## src/tfcr_pkg.sv

```systemverilog
/*
 * Framer control register constants.
 * Assumes one 100 MHz clock.
 */
package tfcr_pkg;
    localparam int ADDR_W = 8;
    localparam int DATA_W = 8;
    typedef logic [ADDR_W-1:0] tfcr_addr_t;
    typedef logic [DATA_W-1:0] tfcr_data_t;

    // register offsets
    localparam tfcr_addr_t OFS_FACTORY_TEST_A = 8'h09;
    localparam tfcr_addr_t OFS_CHIP_IDENTITY = 8'h0F;
    localparam tfcr_addr_t OFS_RECEIVE_CONTROL_A = 8'h2B;
    localparam tfcr_addr_t OFS_RECEIVE_CONTROL_B = 8'h2C;
    localparam tfcr_addr_t OFS_TRANSMIT_CONTROL_A = 8'h35;
    localparam tfcr_addr_t OFS_FACTORY_TEST_B = 8'h7D;

    localparam tfcr_data_t RST_ZERO = 8'h00;
    localparam tfcr_data_t RD_UNMAPPED = 8'h00;

    // chip_identity fields
    localparam int ID_VARIANT_BIT = 7;
    localparam int ID_REV_LSB = 0;
    localparam int ID_REV_W = 4;
    localparam logic ID_VARIANT_T1 = 1'b0;
    // arbitrary neutral revision value
    localparam logic [3:0] ID_REVISION_DEFAULT = 4'h1;

    // receive_control_a fields
    localparam int RA_LINE_VIOLATION_COUNT_FUNCTION = 7;
    localparam int RA_AUTO_REALIGN_CRITERIA = 6;
    localparam int RA_FRAME_LOSS_SELECT_A = 5;
    localparam int RA_FRAME_LOSS_SELECT_B = 4;
    localparam int RA_ALIGN_SEARCH_CRITERIA = 3;
    localparam int RA_ALIGN_QUALIFY_TIME = 2;
    localparam int RA_AUTO_REALIGN_DISABLE = 1;
    localparam int RA_REALIGN_REQUEST = 0;

    // receive_control_b fields
    localparam int RB_RECEIVE_CODE_SELECT = 7;
    localparam int RB_RX_ZBTSI_EN = 6;
    localparam int RB_RX_FRAME_PULSE_DOUBLE_WIDE = 5;
    localparam int RB_RX_FRAME_PULSE_MODE = 4;
    localparam int RB_RX_FRAME_PULSE_DIRECTION = 3;
    localparam int RB_RX_SUPERFRAME_REMOTE_ALARM_FORMAT = 2;
    localparam int RB_SIGNALING_FRAME_BIT_ERROR_REPORT = 1;
    localparam int RB_MULTIFRAME_LOSS_COUNT_SELECT = 0;

    // transmit_control_a fields
    localparam int TA_TX_CLOCK_FAILOVER_CONTROL = 7;
    localparam int TA_TX_FRAMING_BIT_PASSTHROUGH = 6;
    localparam int TA_TX_CHECK_BITS_PASSTHROUGH = 5;
    localparam int TA_ROBBED_BIT_SIGNALING_ENABLE = 4;
    localparam int TA_GLOBAL_BIT_SEVEN_STUFF = 3;
    localparam int TA_TX_DATALINK_SOURCE_SELECT = 2;
    localparam int TA_TX_BLUE_ALARM = 1;
    localparam int TA_TX_REMOTE_ALARM = 0;

    // out-of-frame thresholds: errors out of a window of framing bits
    localparam logic [2:0] OOF_ERRS = 3'h2;
    localparam logic [2:0] OOF_WIN_4 = 3'h4;
    localparam logic [2:0] OOF_WIN_5 = 3'h5;
    localparam logic [2:0] OOF_WIN_6 = 3'h6;

    // qualifying framing bits before sync is declared
    localparam logic [4:0] SYNC_QUAL_SHORT = 5'h0A;
    localparam logic [4:0] SYNC_QUAL_LONG = 5'h18;

    // transmit clock loss: no edge within this time means stopped
    localparam int TXCLK_LOSS_NS = 2000;
    localparam int CLK_PERIOD_NS = 10;
    localparam int TXCLK_LOSS_CYC = TXCLK_LOSS_NS / CLK_PERIOD_NS;
    localparam int TXCLK_CNT_W = 8;

    localparam int SYNC_STAGES = 2;

    typedef enum logic [1:0] {
        TFCR_SRC_INTERNAL,
        TFCR_SRC_SERIAL_IN
    } tfcr_src_e;
endpackage

```

## src/tfcr_regs.sv

```systemverilog
/*
 * Framer control register bank: identity, factory test, two receive and
 * one transmit control registers, plus the control behaviour they steer:
 * resync start, out-of-frame detection, sync qualification, error count
 * select and transmit path selection.
 * Assumes a synchronous 8-bit register port decoded upstream from the
 * parallel bus, and line-side status/data pins asynchronous to i_clk.
 */
`timescale 1ns/1ps
`default_nettype none
// Functional notes
// - identity read-only, fixed variant bit
// - low nibble holds revision
// - criteria picks resync causes
// - out-of-frame 2/4, 2/5 or 2/6
// - superframe search mode
// - extended superframe check confirm
// - qualify 10 or 24 bits
// - disable bit stops auto resync
// - request rising edge starts resync
// - optional signaling bit error report
// - count bit errors or multiframe losses
// - clock failover when tx clock stops
// - framing bits internal or serial
// - check bits internal or serial
// - robbed-bit signaling enable
// - global bit-seven stuffing
// - datalink source select
// - blue alarm enable
// - remote alarm enable
// - remote alarm format select
module tfcr_regs
    import tfcr_pkg::*;
#(
    parameter logic [3:0] REVISION = ID_REVISION_DEFAULT
) (
    // clock and reset
    input wire logic i_clk,
    input wire logic i_rst_n,
    // register port
    input wire logic i_cs,
    input wire logic i_wr,
    input wire logic i_rd,
    input wire tfcr_pkg::tfcr_addr_t i_addr,
    input wire tfcr_pkg::tfcr_data_t i_wdata,
    output tfcr_pkg::tfcr_data_t o_rdata,
    // receive framer events, from line logic (asynchronous)
    input wire logic i_rx_carrier_loss,
    input wire logic i_fbit_sample,
    input wire logic i_ft_error,
    input wire logic i_fs_error,
    input wire logic i_is_ft_pos,
    input wire logic i_esf_mode,
    input wire logic i_check_ok,
    input wire logic i_multiframe_loss,
    // transmit clocks (asynchronous levels)
    input wire logic i_tx_line_clock_in,
    input wire logic i_recovered_rx_clock_out,
    // receive framer controls and status
    output logic o_resync_start,
    output logic o_out_of_frame,
    output logic o_in_sync,
    output logic o_search_cross_couple,
    output logic o_search_check_confirm,
    output logic o_framing_error_event,
    output logic o_error_count_event,
    output logic o_line_violation_count_function,
    output logic o_receive_code_select,
    output logic o_rx_zero_byte_slot_interchange_en,
    output logic o_rx_frame_pulse_double_wide,
    output logic o_rx_frame_pulse_mode,
    output logic o_rx_frame_pulse_direction,
    output logic o_rx_superframe_remote_alarm_format,
    // transmit formatter controls
    output logic o_tx_clock_sel_recovered,
    output logic [1:0] o_fbit_source,
    output logic [1:0] o_check_bits_source,
    output logic o_robbed_bit_signaling_enable,
    output logic o_global_bit_seven_stuff,
    output logic o_tx_datalink_source_select,
    output logic o_tx_blue_alarm,
    output logic o_tx_remote_alarm
);
    tfcr_data_t test_a_q, test_b_q, rx_a_q, rx_b_q, tx_a_q, rdata_q;
    logic req_prev_q, resync_q, oof_q, in_sync_q, err_ev_q, cnt_ev_q;
    logic [5:0] err_hist_q;
    logic [4:0] qual_q;
    logic [2:0] win_len, err_cnt;
    logic [3:0] ev_s;
    logic [3:0] fr_s;
    logic [1:0] clk_s;
    logic txclk_stopped, fbit_err, fire_auto, realign_req;
    tfcr_data_t id_value;

    tfcr_sync #(.WIDTH(4)) u_sync_ev (
        .i_clk(i_clk),
        .i_rst_n(i_rst_n),
        .i_async({i_rx_carrier_loss, i_fbit_sample, i_esf_mode, i_check_ok}),
        .o_sync(ev_s)
    );

    tfcr_sync #(.WIDTH(4)) u_sync_fr (
        .i_clk(i_clk),
        .i_rst_n(i_rst_n),
        .i_async({i_ft_error, i_fs_error, i_is_ft_pos, i_multiframe_loss}),
        .o_sync(fr_s)
    );

    tfcr_sync #(.WIDTH(2)) u_sync_clk (
        .i_clk(i_clk),
        .i_rst_n(i_rst_n),
        .i_async({i_tx_line_clock_in, i_recovered_rx_clock_out}),
        .o_sync(clk_s)
    );

    tfcr_clk_mon u_clk_mon (
        .i_clk(i_clk),
        .i_rst_n(i_rst_n),
        .i_clk_level(clk_s[1]),
        .o_stopped(txclk_stopped)
    );

    // register writes
    always_ff @(posedge i_clk or negedge i_rst_n) begin
        if (!i_rst_n) begin
            test_a_q <= RST_ZERO;
            test_b_q <= RST_ZERO;
            rx_a_q <= RST_ZERO;
            rx_b_q <= RST_ZERO;
            tx_a_q <= RST_ZERO;
        end else if (i_cs && i_wr) begin
            unique case (i_addr)
                OFS_FACTORY_TEST_A: test_a_q <= i_wdata;
                OFS_FACTORY_TEST_B: test_b_q <= i_wdata;
                OFS_RECEIVE_CONTROL_A: rx_a_q <= i_wdata;
                OFS_RECEIVE_CONTROL_B: rx_b_q <= i_wdata;
                OFS_TRANSMIT_CONTROL_A: tx_a_q <= i_wdata;
                default: ;
            endcase
        end
    end

    // identity is constant
    always_comb begin
        id_value = '0;
        id_value[ID_VARIANT_BIT] = ID_VARIANT_T1;
        id_value[ID_REV_LSB +: ID_REV_W] = REVISION;
    end

    always_ff @(posedge i_clk or negedge i_rst_n) begin
        if (!i_rst_n) begin
            rdata_q <= RD_UNMAPPED;
        end else if (i_cs && i_rd) begin
            unique case (i_addr)
                OFS_FACTORY_TEST_A: rdata_q <= test_a_q;
                OFS_FACTORY_TEST_B: rdata_q <= test_b_q;
                OFS_CHIP_IDENTITY: rdata_q <= id_value;
                OFS_RECEIVE_CONTROL_A: rdata_q <= rx_a_q;
                OFS_RECEIVE_CONTROL_B: rdata_q <= rx_b_q;
                OFS_TRANSMIT_CONTROL_A: rdata_q <= tx_a_q;
                default: rdata_q <= RD_UNMAPPED;
            endcase
        end
    end
    assign o_rdata = rdata_q;

    // signaling-bit errors only when enabled
    assign fbit_err = ev_s[2] && (fr_s[3] ||
        (rx_b_q[RB_SIGNALING_FRAME_BIT_ERROR_REPORT] && fr_s[2] && !fr_s[1]));

    // out-of-frame window length
    always_comb begin
        if (rx_a_q[RA_FRAME_LOSS_SELECT_B]) begin
            win_len = OOF_WIN_6;
        end else if (rx_a_q[RA_FRAME_LOSS_SELECT_A]) begin
            win_len = OOF_WIN_5;
        end else begin
            win_len = OOF_WIN_4;
        end
    end

    // error count over the newest win_len framing bits
    always_comb begin
        err_cnt = '0;
        for (int i = 0; i < 6; i++) begin
            if (3'(i) < win_len && err_hist_q[i]) begin
                err_cnt = err_cnt + 3'h1;
            end
        end
    end

    always_ff @(posedge i_clk or negedge i_rst_n) begin
        if (!i_rst_n) begin
            err_hist_q <= '0;
        end else if (resync_q) begin
            err_hist_q <= '0;
        end else if (ev_s[2]) begin
            err_hist_q <= {err_hist_q[4:0], fbit_err};
        end
    end

    // sticky out-of-frame, cleared when a resync starts
    always_ff @(posedge i_clk or negedge i_rst_n) begin
        if (!i_rst_n) begin
            oof_q <= 1'b0;
        end else if (in_sync_q && !resync_q && err_cnt >= OOF_ERRS) begin
            oof_q <= 1'b1;
        end else if (resync_q) begin
            oof_q <= 1'b0;
        end
    end

    // auto resync trigger: carrier loss counts only with criteria clear
    assign fire_auto = !rx_a_q[RA_AUTO_REALIGN_DISABLE] &&
        (oof_q || (!rx_a_q[RA_AUTO_REALIGN_CRITERIA] && ev_s[3]));
    assign realign_req = rx_a_q[RA_REALIGN_REQUEST] && !req_prev_q;

    always_ff @(posedge i_clk or negedge i_rst_n) begin
        if (!i_rst_n) begin
            req_prev_q <= 1'b0;
            resync_q <= 1'b0;
        end else begin
            req_prev_q <= rx_a_q[RA_REALIGN_REQUEST];
            // one-cycle pulse: sync only drops on the edge after it
            resync_q <= realign_req || (fire_auto && in_sync_q && !resync_q);
        end
    end
    assign o_resync_start = resync_q;
    assign o_out_of_frame = oof_q;

    // sync qualification count of clean framing bits
    // failing check restarts qualification
    always_ff @(posedge i_clk or negedge i_rst_n) begin
        if (!i_rst_n) begin
            qual_q <= '0;
            in_sync_q <= 1'b0;
        end else if (resync_q) begin
            qual_q <= '0;
            in_sync_q <= 1'b0;
        end else if (!in_sync_q && ev_s[2]) begin
            if (fbit_err || (o_search_check_confirm && !ev_s[0])) begin
                qual_q <= '0;
            end else if (qual_q + 5'h01 >= (rx_a_q[RA_ALIGN_QUALIFY_TIME] ?
                    SYNC_QUAL_LONG : SYNC_QUAL_SHORT)) begin
                in_sync_q <= 1'b1;
            end else begin
                qual_q <= qual_q + 5'h01;
            end
        end
    end
    assign o_in_sync = in_sync_q;

    // search strategy per framing mode
    assign o_search_cross_couple = !ev_s[1] && rx_a_q[RA_ALIGN_SEARCH_CRITERIA];
    assign o_search_check_confirm = ev_s[1] && rx_a_q[RA_ALIGN_SEARCH_CRITERIA];

    // error counter increment source
    always_ff @(posedge i_clk or negedge i_rst_n) begin
        if (!i_rst_n) begin
            err_ev_q <= 1'b0;
            cnt_ev_q <= 1'b0;
        end else begin
            err_ev_q <= fbit_err;
            cnt_ev_q <= rx_b_q[RB_MULTIFRAME_LOSS_COUNT_SELECT] ? fr_s[0] : fbit_err;
        end
    end
    assign o_framing_error_event = err_ev_q;
    assign o_error_count_event = cnt_ev_q;

    assign o_line_violation_count_function = rx_a_q[RA_LINE_VIOLATION_COUNT_FUNCTION];
    assign o_receive_code_select = rx_b_q[RB_RECEIVE_CODE_SELECT];
    assign o_rx_zero_byte_slot_interchange_en = rx_b_q[RB_RX_ZBTSI_EN];
    assign o_rx_frame_pulse_double_wide = rx_b_q[RB_RX_FRAME_PULSE_DOUBLE_WIDE];
    assign o_rx_frame_pulse_mode = rx_b_q[RB_RX_FRAME_PULSE_MODE];
    assign o_rx_frame_pulse_direction = rx_b_q[RB_RX_FRAME_PULSE_DIRECTION];
    assign o_rx_superframe_remote_alarm_format =
        rx_b_q[RB_RX_SUPERFRAME_REMOTE_ALARM_FORMAT];

    // failover only when enabled and the tx clock has stopped
    assign o_tx_clock_sel_recovered =
        tx_a_q[TA_TX_CLOCK_FAILOVER_CONTROL] && txclk_stopped;

    assign o_fbit_source = tx_a_q[TA_TX_FRAMING_BIT_PASSTHROUGH] ?
        TFCR_SRC_SERIAL_IN : TFCR_SRC_INTERNAL;
    assign o_check_bits_source = tx_a_q[TA_TX_CHECK_BITS_PASSTHROUGH] ?
        TFCR_SRC_SERIAL_IN : TFCR_SRC_INTERNAL;
    assign o_robbed_bit_signaling_enable = tx_a_q[TA_ROBBED_BIT_SIGNALING_ENABLE];
    assign o_global_bit_seven_stuff = tx_a_q[TA_GLOBAL_BIT_SEVEN_STUFF];
    assign o_tx_datalink_source_select = tx_a_q[TA_TX_DATALINK_SOURCE_SELECT];
    assign o_tx_blue_alarm = tx_a_q[TA_TX_BLUE_ALARM];
    assign o_tx_remote_alarm = tx_a_q[TA_TX_REMOTE_ALARM];
endmodule
`default_nettype wire

```

## src/tfcr_sync.sv

```systemverilog
/*
 * Two-flop synchroniser.
 * Assumes asynchronous inputs.
 */
`timescale 1ns/1ps
`default_nettype none
module tfcr_sync #(
    parameter int WIDTH = 1
) (
    // clock and reset
    input wire logic i_clk,
    input wire logic i_rst_n,
    // data
    input wire logic [WIDTH-1:0] i_async,
    output logic [WIDTH-1:0] o_sync
);
    logic [WIDTH-1:0] meta_q;
    logic [WIDTH-1:0] sync_q;

    // first stage feeds only the second
    always_ff @(posedge i_clk or negedge i_rst_n) begin
        if (!i_rst_n) begin
            meta_q <= '0;
            sync_q <= '0;
        end else begin
            meta_q <= i_async;
            sync_q <= meta_q;
        end
    end

    assign o_sync = sync_q;
endmodule
`default_nettype wire

```

## src/tfcr_clk_mon.sv

```systemverilog
/*
 * Tx clock stop monitor.
 * Assumes a synchronised level.
 */
`timescale 1ns/1ps
`default_nettype none
module tfcr_clk_mon
    import tfcr_pkg::*;
(
    // clock and reset
    input wire logic i_clk,
    input wire logic i_rst_n,
    // monitored clock level, synchronised
    input wire logic i_clk_level,
    // status
    output logic o_stopped
);
    localparam logic [TXCLK_CNT_W-1:0] LOSS_LIMIT = TXCLK_CNT_W'(TXCLK_LOSS_CYC);

    logic prev_q;
    logic [TXCLK_CNT_W-1:0] idle_q;
    logic stopped_q;

    always_ff @(posedge i_clk or negedge i_rst_n) begin
        if (!i_rst_n) begin
            prev_q <= 1'b0;
        end else begin
            prev_q <= i_clk_level;
        end
    end

    // saturating count of cycles since the last edge
    always_ff @(posedge i_clk or negedge i_rst_n) begin
        if (!i_rst_n) begin
            idle_q <= '0;
            stopped_q <= 1'b0;
        end else if (prev_q != i_clk_level) begin
            idle_q <= '0;
            stopped_q <= 1'b0;
        end else if (idle_q >= LOSS_LIMIT) begin
            stopped_q <= 1'b1;
        end else begin
            idle_q <= idle_q + 1'b1;
        end
    end

    assign o_stopped = stopped_q;
endmodule
`default_nettype wire

```

## config.mk

```make
export PLATFORM = sky130hd
export DESIGN_NAME = tfcr_regs
export DESIGN_NICKNAME = d
export VERILOG_FILES = /design/src/tfcr_pkg.sv /design/src/tfcr_regs.sv /design/src/tfcr_sync.sv /design/src/tfcr_clk_mon.sv
export SDC_FILE = /design/constraint.sdc
export NUM_CORES = 1
export LEC_CHECK = 0
export BUFFER_PORTS_ARGS = -buffer_cell sky130_fd_sc_hd__clkbuf_2
export CAP_MARGIN = 20
export CORE_UTILIZATION = 40
export DETAILED_ROUTE_END_ITERATION = 6
export SLEW_MARGIN = 20
export SYNTH_ARGS = -nofsm -noshare
export SYNTH_HDL_FRONTEND = slang
export SYNTH_SLANG_ARGS = --single-unit
```

## constraint.sdc

```tcl
create_clock -name i_clk -period 3.2 [get_ports i_clk]
set_clock_uncertainty 0.1 [all_clocks]
set_input_delay 0.96 -clock i_clk [delete_from_list [all_inputs] [get_ports i_clk]]
set_output_delay 0.96 -clock i_clk [all_outputs]
set_load 0.01 [all_outputs]
```

==> results of run 1 <==
## report_power, final
| part | switching (mW) | internal (mW) |
|---|---|---|
| Clock | 0.417 | 0.365 |
| Sequential | 0.117 | 1.27 |
| Combinational | 0.314 | 0.277 |
| Total | 0.848 | 1.92 |
## per-stage QoR
stage	hold WS (ns)	utilization, %	worst slack, ns	cells	power (mW)
floorplan	0.231	-	0.462	354	1.81
global placement	0.231	45.4	0.338	538	1.95
detailed placement	0.235	45.4	0.250	538	1.99
CTS	0.257	47.3	0.230	554	2.78
global route	0.263	47.5	0.0209	556	2.93
finish	0.254	47.5	0.328	556	2.76
## critical path: stages (launching register included)
cell	delay, ns
dfrtp_1	0.41
buf_4	0.15
ha_1	0.20
mux2i_1	0.17
xnor2_1	0.10
a21oi_2	0.18
inv_1	0.07
ha_1	0.27
nor2_1	0.05
a21oi_1	0.15
ha_1	0.16
nand3_1	0.09
xnor2_1	0.20
xnor2_1	0.15
xnor2_1	0.08
a311oi_1	0.24
## worst paths after layout
check,to,startpoint,slack (ns)
worst max-delay path,o_out_of_frame$_DFFE_PN0P_,err_hist_q[0]$_DFFE_PN0P_,0.33
worst min-delay path,u_sync_fr.o_sync[1]$_DFF_PN0_,u_sync_fr.meta_q[1]$_DFF_PN0_,0.25
worst max register to register,o_out_of_frame$_DFFE_PN0P_,err_hist_q[0]$_DFFE_PN0P_,0.33
worst min register to register,u_sync_fr.o_sync[1]$_DFF_PN0_,u_sync_fr.meta_q[1]$_DFF_PN0_,0.25
max in group asynchronous,u_sync_ev.meta_q[3]$_DFF_PN0_,i_rst_n,1.85
min in group asynchronous,o_rdata[2]$_DFFE_PN0P_,i_rst_n,0.51
## synth_stat cells, drive strengths merged (2+ instances only)
master   n
nand3    9
or4      2
buf      9
a21o     2
a21oi   20
nor3b    3
o21ai   13
nand2b   4
a22o     3
and3     2
mux2    41
ha      11
nor2    25
nand4    2
mux2i    7
dfrtp   93
o22ai    7
inv     14
a22oi   15
and2     6
clkbuf   6
xor2     4
nor2b    2
nand2   23
xnor2   10
## cells in the final DEF, fill, tap and decap left out, types with 2 or more instances in the layout
| cell | synthesis | layout |
|---|---|---|
| nor2_1 | 25 | 25 |
| conb_1 | 1 | 2 |
| ha_1 | 11 | 11 |
| inv_1 | 14 | 14 |
| a21oi_1 | 20 | 19 |
| nand3_1 | 8 | 8 |
| mux2_2 | 33 | 33 |
| buf_4 | 4 | 6 |
| a22o_1 | 3 | 3 |
| a22oi_1 | 15 | 15 |
| nand4_1 | 2 | 2 |
| o21ai_0 | 13 | 13 |
| o22ai_1 | 7 | 7 |
| xnor2_1 | 10 | 10 |
| a21o_1 | 2 | 2 |
| nor2b_1 | 2 | 2 |
| dfrtp_1 | 93 | 93 |
| nand2b_1 | 4 | 4 |
| mux2_4 | 8 | 8 |
| and2_1 | 5 | 5 |
| clkbuf_1 | 6 | 2 |
| mux2i_1 | 7 | 7 |
| clkbuf_2 | 0 | 58 |
| nand2_1 | 22 | 22 |
| clkbuf_8 | 0 | 9 |
| nor3b_1 | 2 | 2 |
| xor2_1 | 4 | 4 |
## repair_timing
item,CTS,global route
buffers inserted,0,2
endpoints found under the setup margin,0,1
gates resized for setup,0,1
## cell type report
| type | count | area, um^2 |
|---|---|---|
| multi-input cells | 232 | 1780 |
| inverters | 14 | 52.6 |
| clock buffers | 11 | 131 |
| flip-flops and latches | 93 | 2330 |
| clock inverters | 5 | 60.1 |
| fillers | 973 | 5400 |
| repair buffers | 65 | 355 |
| well taps | 136 | 170 |
## cell families (layout without fill, tap and decap cells)
family                     count (synthesis)  count (layout)
other                                      1               2
xor gates and xnor gates                  14              14
muxes                                     48              48
buffers and inverters                     29              95
and+or+nand+nor                           86              86
AOI/OAI and AO/OA                         71              71
adders and majority gates                 11              11
DFF                                       93              93
## state kept, by name, summed over array words and instances (netlist names)
signal and count:
u_sync_clk.o_sync 1, qual_q 5, rx_a_q 8, o_in_sync 1, tx_a_q 8, u_clk_mon.idle_q 8, u_sync_clk.meta_q 1, err_hist_q 6
o_framing_error_event 1, u_clk_mon.prev_q 1, o_error_count_event 1, u_sync_fr.meta_q 4, rx_b_q 8, u_sync_ev.meta_q 4, test_a_q 8, u_sync_ev.o_sync 4
u_clk_mon.o_stopped 1, req_prev_q 1, u_sync_fr.o_sync 4, o_out_of_frame 1, o_resync_start 1, test_b_q 8, o_rdata 8
## routing by layer
layer	track usage [%]	part of all wire, %
met2	28.0	50
met5	0	0
met1	21.4	46
met4	4.02	0.86
met3	4.43	3.4
==> results.md, run 1 <==
- The overall routing resource usage is 16.6%.
- The most common flop cell mapped by yosys is dfrtp_1.
- The die width is roughly 100 um.
- In this run the cell area measured after placement is 4670 um^2.
- The tool flagged a number of max-cap violations equal to 0.
- Data on the critical path arrives at its endpoint at 3.04 ns.
- The final routed wire length divided by cell count is 15.2 um.
- Buffers inserted during clock tree synthesis total 9.
- TritonCTS built the clock tree.
- The synthesized netlist devotes roughly 2.9% of its cell area to XOR and XNOR gates.
- In the routed design, unresolved DRC markers number 0.
- Relative to the synthesized area, the layout overhead comes to 15.2%.
- After detailed routing, the number of vias per cell comes to 5.05.
- The worst setup path is launched from a register.
- The floorplan step defined a die boundary enclosing 11000 um^2.
- The average size of a mapped cell is 12.0 um^2.
- The max-slew headroom at the worst pin is 55.2%.
- The first detailed-routing pass ran for 4 iterations.
- The final wirelength is roughly 8500 um.
- The synthesized design spends more area on one cell type than any other, namely dfrtp_1.
- The number of endpoints failing setup at the final stage is 0.
- The number of antenna violations at the first check in global routing came to 0.
- For this run, the number of Yosys warnings is 0.
- The synthesized design contains 0 enable-type register cells.
- The area of the core is 10300 um^2.
- The share of synthesized cell area in full adder, half adder and majority cells is 3.25%.
- The peak fanout along the critical path is 3.
- The number of stages on the worst hold path is 0.
- The post-route cell area is 4880 um^2.
- The power density over cell area is 566 nW/um^2.
- Row generation in the floorplan step produced 37 rows.
- The clock-pin transition on the worst setup and hold timing paths is 0.09 ns.
- The largest net degree at the start of global routing is 52.
- The synthesized instance count is 353.
- Across the VDD grid, the largest voltage drop is 0.000263 V.
- After routing, the total negative slack on setup checks comes to 0 ns.
- The share of the Yosys chip area taken by registers is 54.9%.
- The min-delay analysis places its worst path in the category reg2reg.
- In this run, distinct cell masters in the synthesized netlist total 55.
- The routability-driven placement congestion ratio is just under 0.8.
- The worst path in the final design needs a cycle of 2.87 ns, including I/O delays and setup.
- The maximum clock frequency is 348 MHz.
- The final antenna-violating net count is 0.
- The final-report max-slew violation count is 0.
- The required arrival time at the worst endpoint is 3.37 ns.
- Synthesis inferred 93 register bits.
- The detailed router placed 2809 vias in this run.
- The class of the most critical setup path is reg2reg.
- The global route total overflow is 0.
- Multiplexer cells account for about an eighth of the synthesized area.
- By area the synthesized netlist is led by dfrtp_1, mux2_2, ha_1, mux2_4, a22oi_1.
- The clock net in this run drives a total of 93 sinks.
- The clock latency on the worst-skew pair is 0.36 ns.
- Hold repair after CTS inserted 0 buffers.
- Setup repair after global routing left no endpoint under its margin.
- The fraction of registers with async set/reset is 100%.
- The net count of the finished layout is approximately 460.
- The number of cells on the worst reg-to-reg path is 15.
- The port buffer count is 59.
- The share of cells above drive strength 1 is 31.4%.
- The H-tree was split into 3 levels.
- The total standard cell area after synthesis is 4240 um^2.
- After synthesis, the largest family of logic cells by area is multiplexers.
- The run finished with clean final reports.
- The number of buffers on the longest clock path is 2.
- The repair_antennas step left the layout with diodes totalling 0.
- The number of global-route vias before repair is 2915.
- In this run the static leakage power is about 2.4 nW.
- The portion of synthesized cell area occupied by the leading cell type is a little over half.
- Once detailed placement completed, the half-perimeter wirelength came to just over 6000 um.
- The library cell used as clock root buffer is clkbuf_8.
- The height of the die is 105 um.
- The number of DRC violations after detailed-routing iteration 0 is 115.
- The first global-routing pass estimated 14400 um of wire.
- The fraction of the cycle the final worst path needs is 89.7%.
- The complex-gate fraction of the synthesized area is 10.9%.
- The critical path endpoint category is a register.
- The number of endpoints with negative hold slack in the final report is 0.
- The initial standard-cell utilization of the core is between 40% and 50%.
- The transition time at the pin with the least slew margin is 0.669 ns.
- The synthesized netlist devotes 11.5% of its cell area to simple gates.
- In this run the count of I/O pins placed on the die edge is 63.
(Power assumes the default switching activity.)
==> inputs of run 2 (changes only) <==
PLACE_DENSITY_LB_ADDON = 0.25   (was default)
==> results.md, run 2 (synthesis results as in run 1) <==
- The flow ran to the end, and the final reports show no timing, DRC or antenna violations.
- The number of endpoints failing setup at the final stage is 0.
- No sink is reached through more buffers than the 2 on the longest clock path.
- The layout has 982 filler cells.
- The most common cell after layout, fill and taps aside is dfrtp_1.
- The switching component of the power is about 0.81 mW.
- The I/O pin count is between 60 and 70.
- The required arrival time at the worst endpoint is 3.35 ns.
- The largest net degree at the start of global routing is 49.
- The number of placed instances with taps included is approximately 540.
- The final critical path takes up 91.8% of the cycle.
- The first global-routing pass estimated 13900 um of wire.
- The maximum clock frequency is 341 MHz.
- The global route total overflow is 0.
- Summed over all nets, the half-perimeter wirelength after detailed placement is 5890 um.
- In this run the static leakage power is 2.40 nW.
- The residual DRC count is 0.
- Among all stages on the critical path, the largest delay is contributed by dfrtp_1.
- The proportion of power drawn by combinational gates is 20.2%.
- The initial standard-cell utilization of the core is a little over 40%.
- For the finished layout, the period the worst path requires is 2.94 ns.
- Setup repair after global routing left no endpoint under its margin.
- For this run, the post-layout net count is 456.
- The root buffer cell chosen for the clock tree is clkbuf_8.
- In this run the tightest slew margin relative to its limit is around 55%.
- The peak fanout along the critical path is 3.
- The transition time at the pin with the least slew margin is 0.669 ns.
- The startpoint identified for the worst register-to-register timing path is err_hist_q[0]$_DFFE_PN0P_.
- The port buffer count is 59.
- The register-to-register setup slack is ~0.26 ns.
- The number of DRC violations after detailed-routing iteration 0 is 109.
- 0 antenna diodes ended up in the layout.
- At the end of routability-driven placement, the weighted congestion stood at ~0.79.
- The final-report max-slew violation count is 0.
- The H-tree generated during clock tree synthesis spans 3 levels.
- Cells fill 47.9% of the core in the end.
- The number of detailed-routing iterations run before antenna repair is 4.
- From synthesis to final layout, the design area changed by 16.1%.
- The critical path startpoint is err_hist_q[0]$_DFFE_PN0P_.
- From bottom edge to top edge, the die measures 105 um.
- The number of antenna violations at the first check in global routing is 0.
- The power density over cell area is 589 nW/um^2.
- For this run, the number of standard cells in the final layout without fillers is 555.
- The power share of the sequential group is a little under half.
- The number of violations of the max-capacitance limit is 0.
- The proportion of total power due to net switching is 27.9%.
- The number of rows created at floorplan is 37.
- The internal power of the cells totals 2.09 mW.
- Summed over all layers, the routed wires come to 8220 um.
- The worst hold path belongs to the class reg2reg.
- The number of global-route vias before repair is between 2000 and 3000.
- Using the TritonRoute via totals, the vias-per-cell ratio works out to around 5.1.
- The area of the die is 11000 um^2.
- The final antenna-violating net count is 0.
- The overall routing resource usage is 16.1%.
- The TritonCTS clock tree is built.
- In the layout the commonest cells are dfrtp_1, clkbuf_2, mux2_2.
- Across the VDD grid, the largest voltage drop is roughly 0.00034 V.
- The area after detailed placement is ~4700 um^2.
- The post-route cell area is 4920 um^2.
- The core region is about 10000 um^2.
- From left edge to right edge, the die measures approximately 100 um.
- The class of the most critical setup path is reg2reg.
- The clock-pin transition on the worst setup and hold timing paths is 0.08 ns.
- Counting the buffers created by CTS gives 9.
- After routing, the total negative slack on setup checks comes to 0 ns.
- The clock latency on the worst-skew pair is 0.35 ns.
- The signal on the critical path passes through buf_4 -> ha_1 -> mux2i_1 -> xnor2_1 -> a21oi_2 -> inv_1 -> ha_1 -> nor2_1 -> a21oi_1 -> ha_1 -> nand3_1 -> xnor2_1 -> xnor2_1 -> xnor2_1 -> a311oi_1.
- The number of endpoints with negative hold slack in the final report was 0.
- Across all layers, the routed design uses 2843 vias.
- In the final layout, the multi-input gates occupy between 1500 and 2000 um^2.
- CTS saw 93 sinks.
- The final routed wire length divided by cell count is 14.8 um.
- The nature of the critical path startpoint is a register.
- Of the total power, the clock network draws 31.9%.
- The critical path endpoint category is a register.
- Registers take 2330 um^2.
- The data arrival at the endpoint of the critical path is 3.09 ns.
- On the worst path, the slowest cell contributes a delay of about 0.41 ns.
- The cell type with the highest occurrence count on the critical path is xnor2_1.
- Of the cells placed in the final design, the portion with a size suffix greater than 1 is 31.3%.
- The startpoint identified for the worst hold timing path is u_sync_ev.meta_q[3]$_DFF_PN0_.
run 2: cell types whose count changed in the layout (fill, tap and decap cells not counted), sizes merged:
cell,change
clkinvlp,-1
clkbuf,+1
clkinv,-1
bufinv,+2
buf,-1
inv,-1
run 2: path summary, 6_finish.rpt:
check	end	cells after the start
setup / recovery	o_out_of_frame$_DFFE_PN0P_	15
max in group asynchronous	u_sync_fr.o_sync[3]$_DFF_PN0_	2
hold / removal	u_sync_ev.o_sync[3]$_DFF_PN0_	0
hold reg to reg	u_sync_ev.o_sync[3]$_DFF_PN0_	0
setup reg to reg	o_out_of_frame$_DFFE_PN0P_	15
min in group asynchronous	o_rdata[2]$_DFFE_PN0P_	1
run 2: routing by layer:
layer  up-vias  track usage (%)  share of wire, %
li1       1372                -                 -
met1      1414             19.8                45
met2        49             27.9                50
met3         8             3.43               3.5
met4         0             5.53              0.93
met5         -                0                 0
run 2: what timing repair did:
item                       in CTS  in global routing
buffers inserted                0                  2
setup endpoints to repair       0                  1
hold buffers                    0                  0
gates resized for setup         0                  1
run 2: worst max-delay path: cells and delay by family (launching register included):
kind	cells	cell delay, ns
multiplexers	1	0.18
adder cells (fa/ha/maj)	3	0.65
flip-flops	1	0.41
AND/OR/NAND/NOR	2	0.15
buffers and inverters	2	0.21
AO/OA/AOI/OAI	3	0.59
XOR/XNOR	4	0.55
run 2: final cells by class:
type                    instances  share of cell area [%]
multi-input cells             232                    36.2
repair buffers                 64                    7.07
flip-flops and latches         93                    47.3
clock buffers                  12                    2.95
inverters                      14                    1.07
well taps                     136                    3.46
clock inverters                 4                    1.93
run 2: power groups by stage:
stage / Clock (mW) / Combinational [mW] / Sequential (mW)
6_report: 0.924 / 0.584 / 1.39
4_1_cts: 0.954 / 0.576 / 1.39
5_1_grt: 0.999 / 0.650 / 1.41
3_3_place_gp: 0 / 0.542 / 1.41
2_1_floorplan: 0 / 0.444 / 1.37
3_5_place_dp: 0 / 0.573 / 1.41
run 2: through the flow:
step | hold slack (ns) | total power [mW] | worst slack [ns]
CTS | 0.254 | 2.92 | 0.174
global placement | 0.232 | 1.95 | 0.344
detailed placement | 0.235 | 1.99 | 0.219
floorplan | 0.231 | 1.81 | 0.462
global route | 0.258 | 3.06 | 0.0129
finish | 0.252 | 2.90 | 0.264
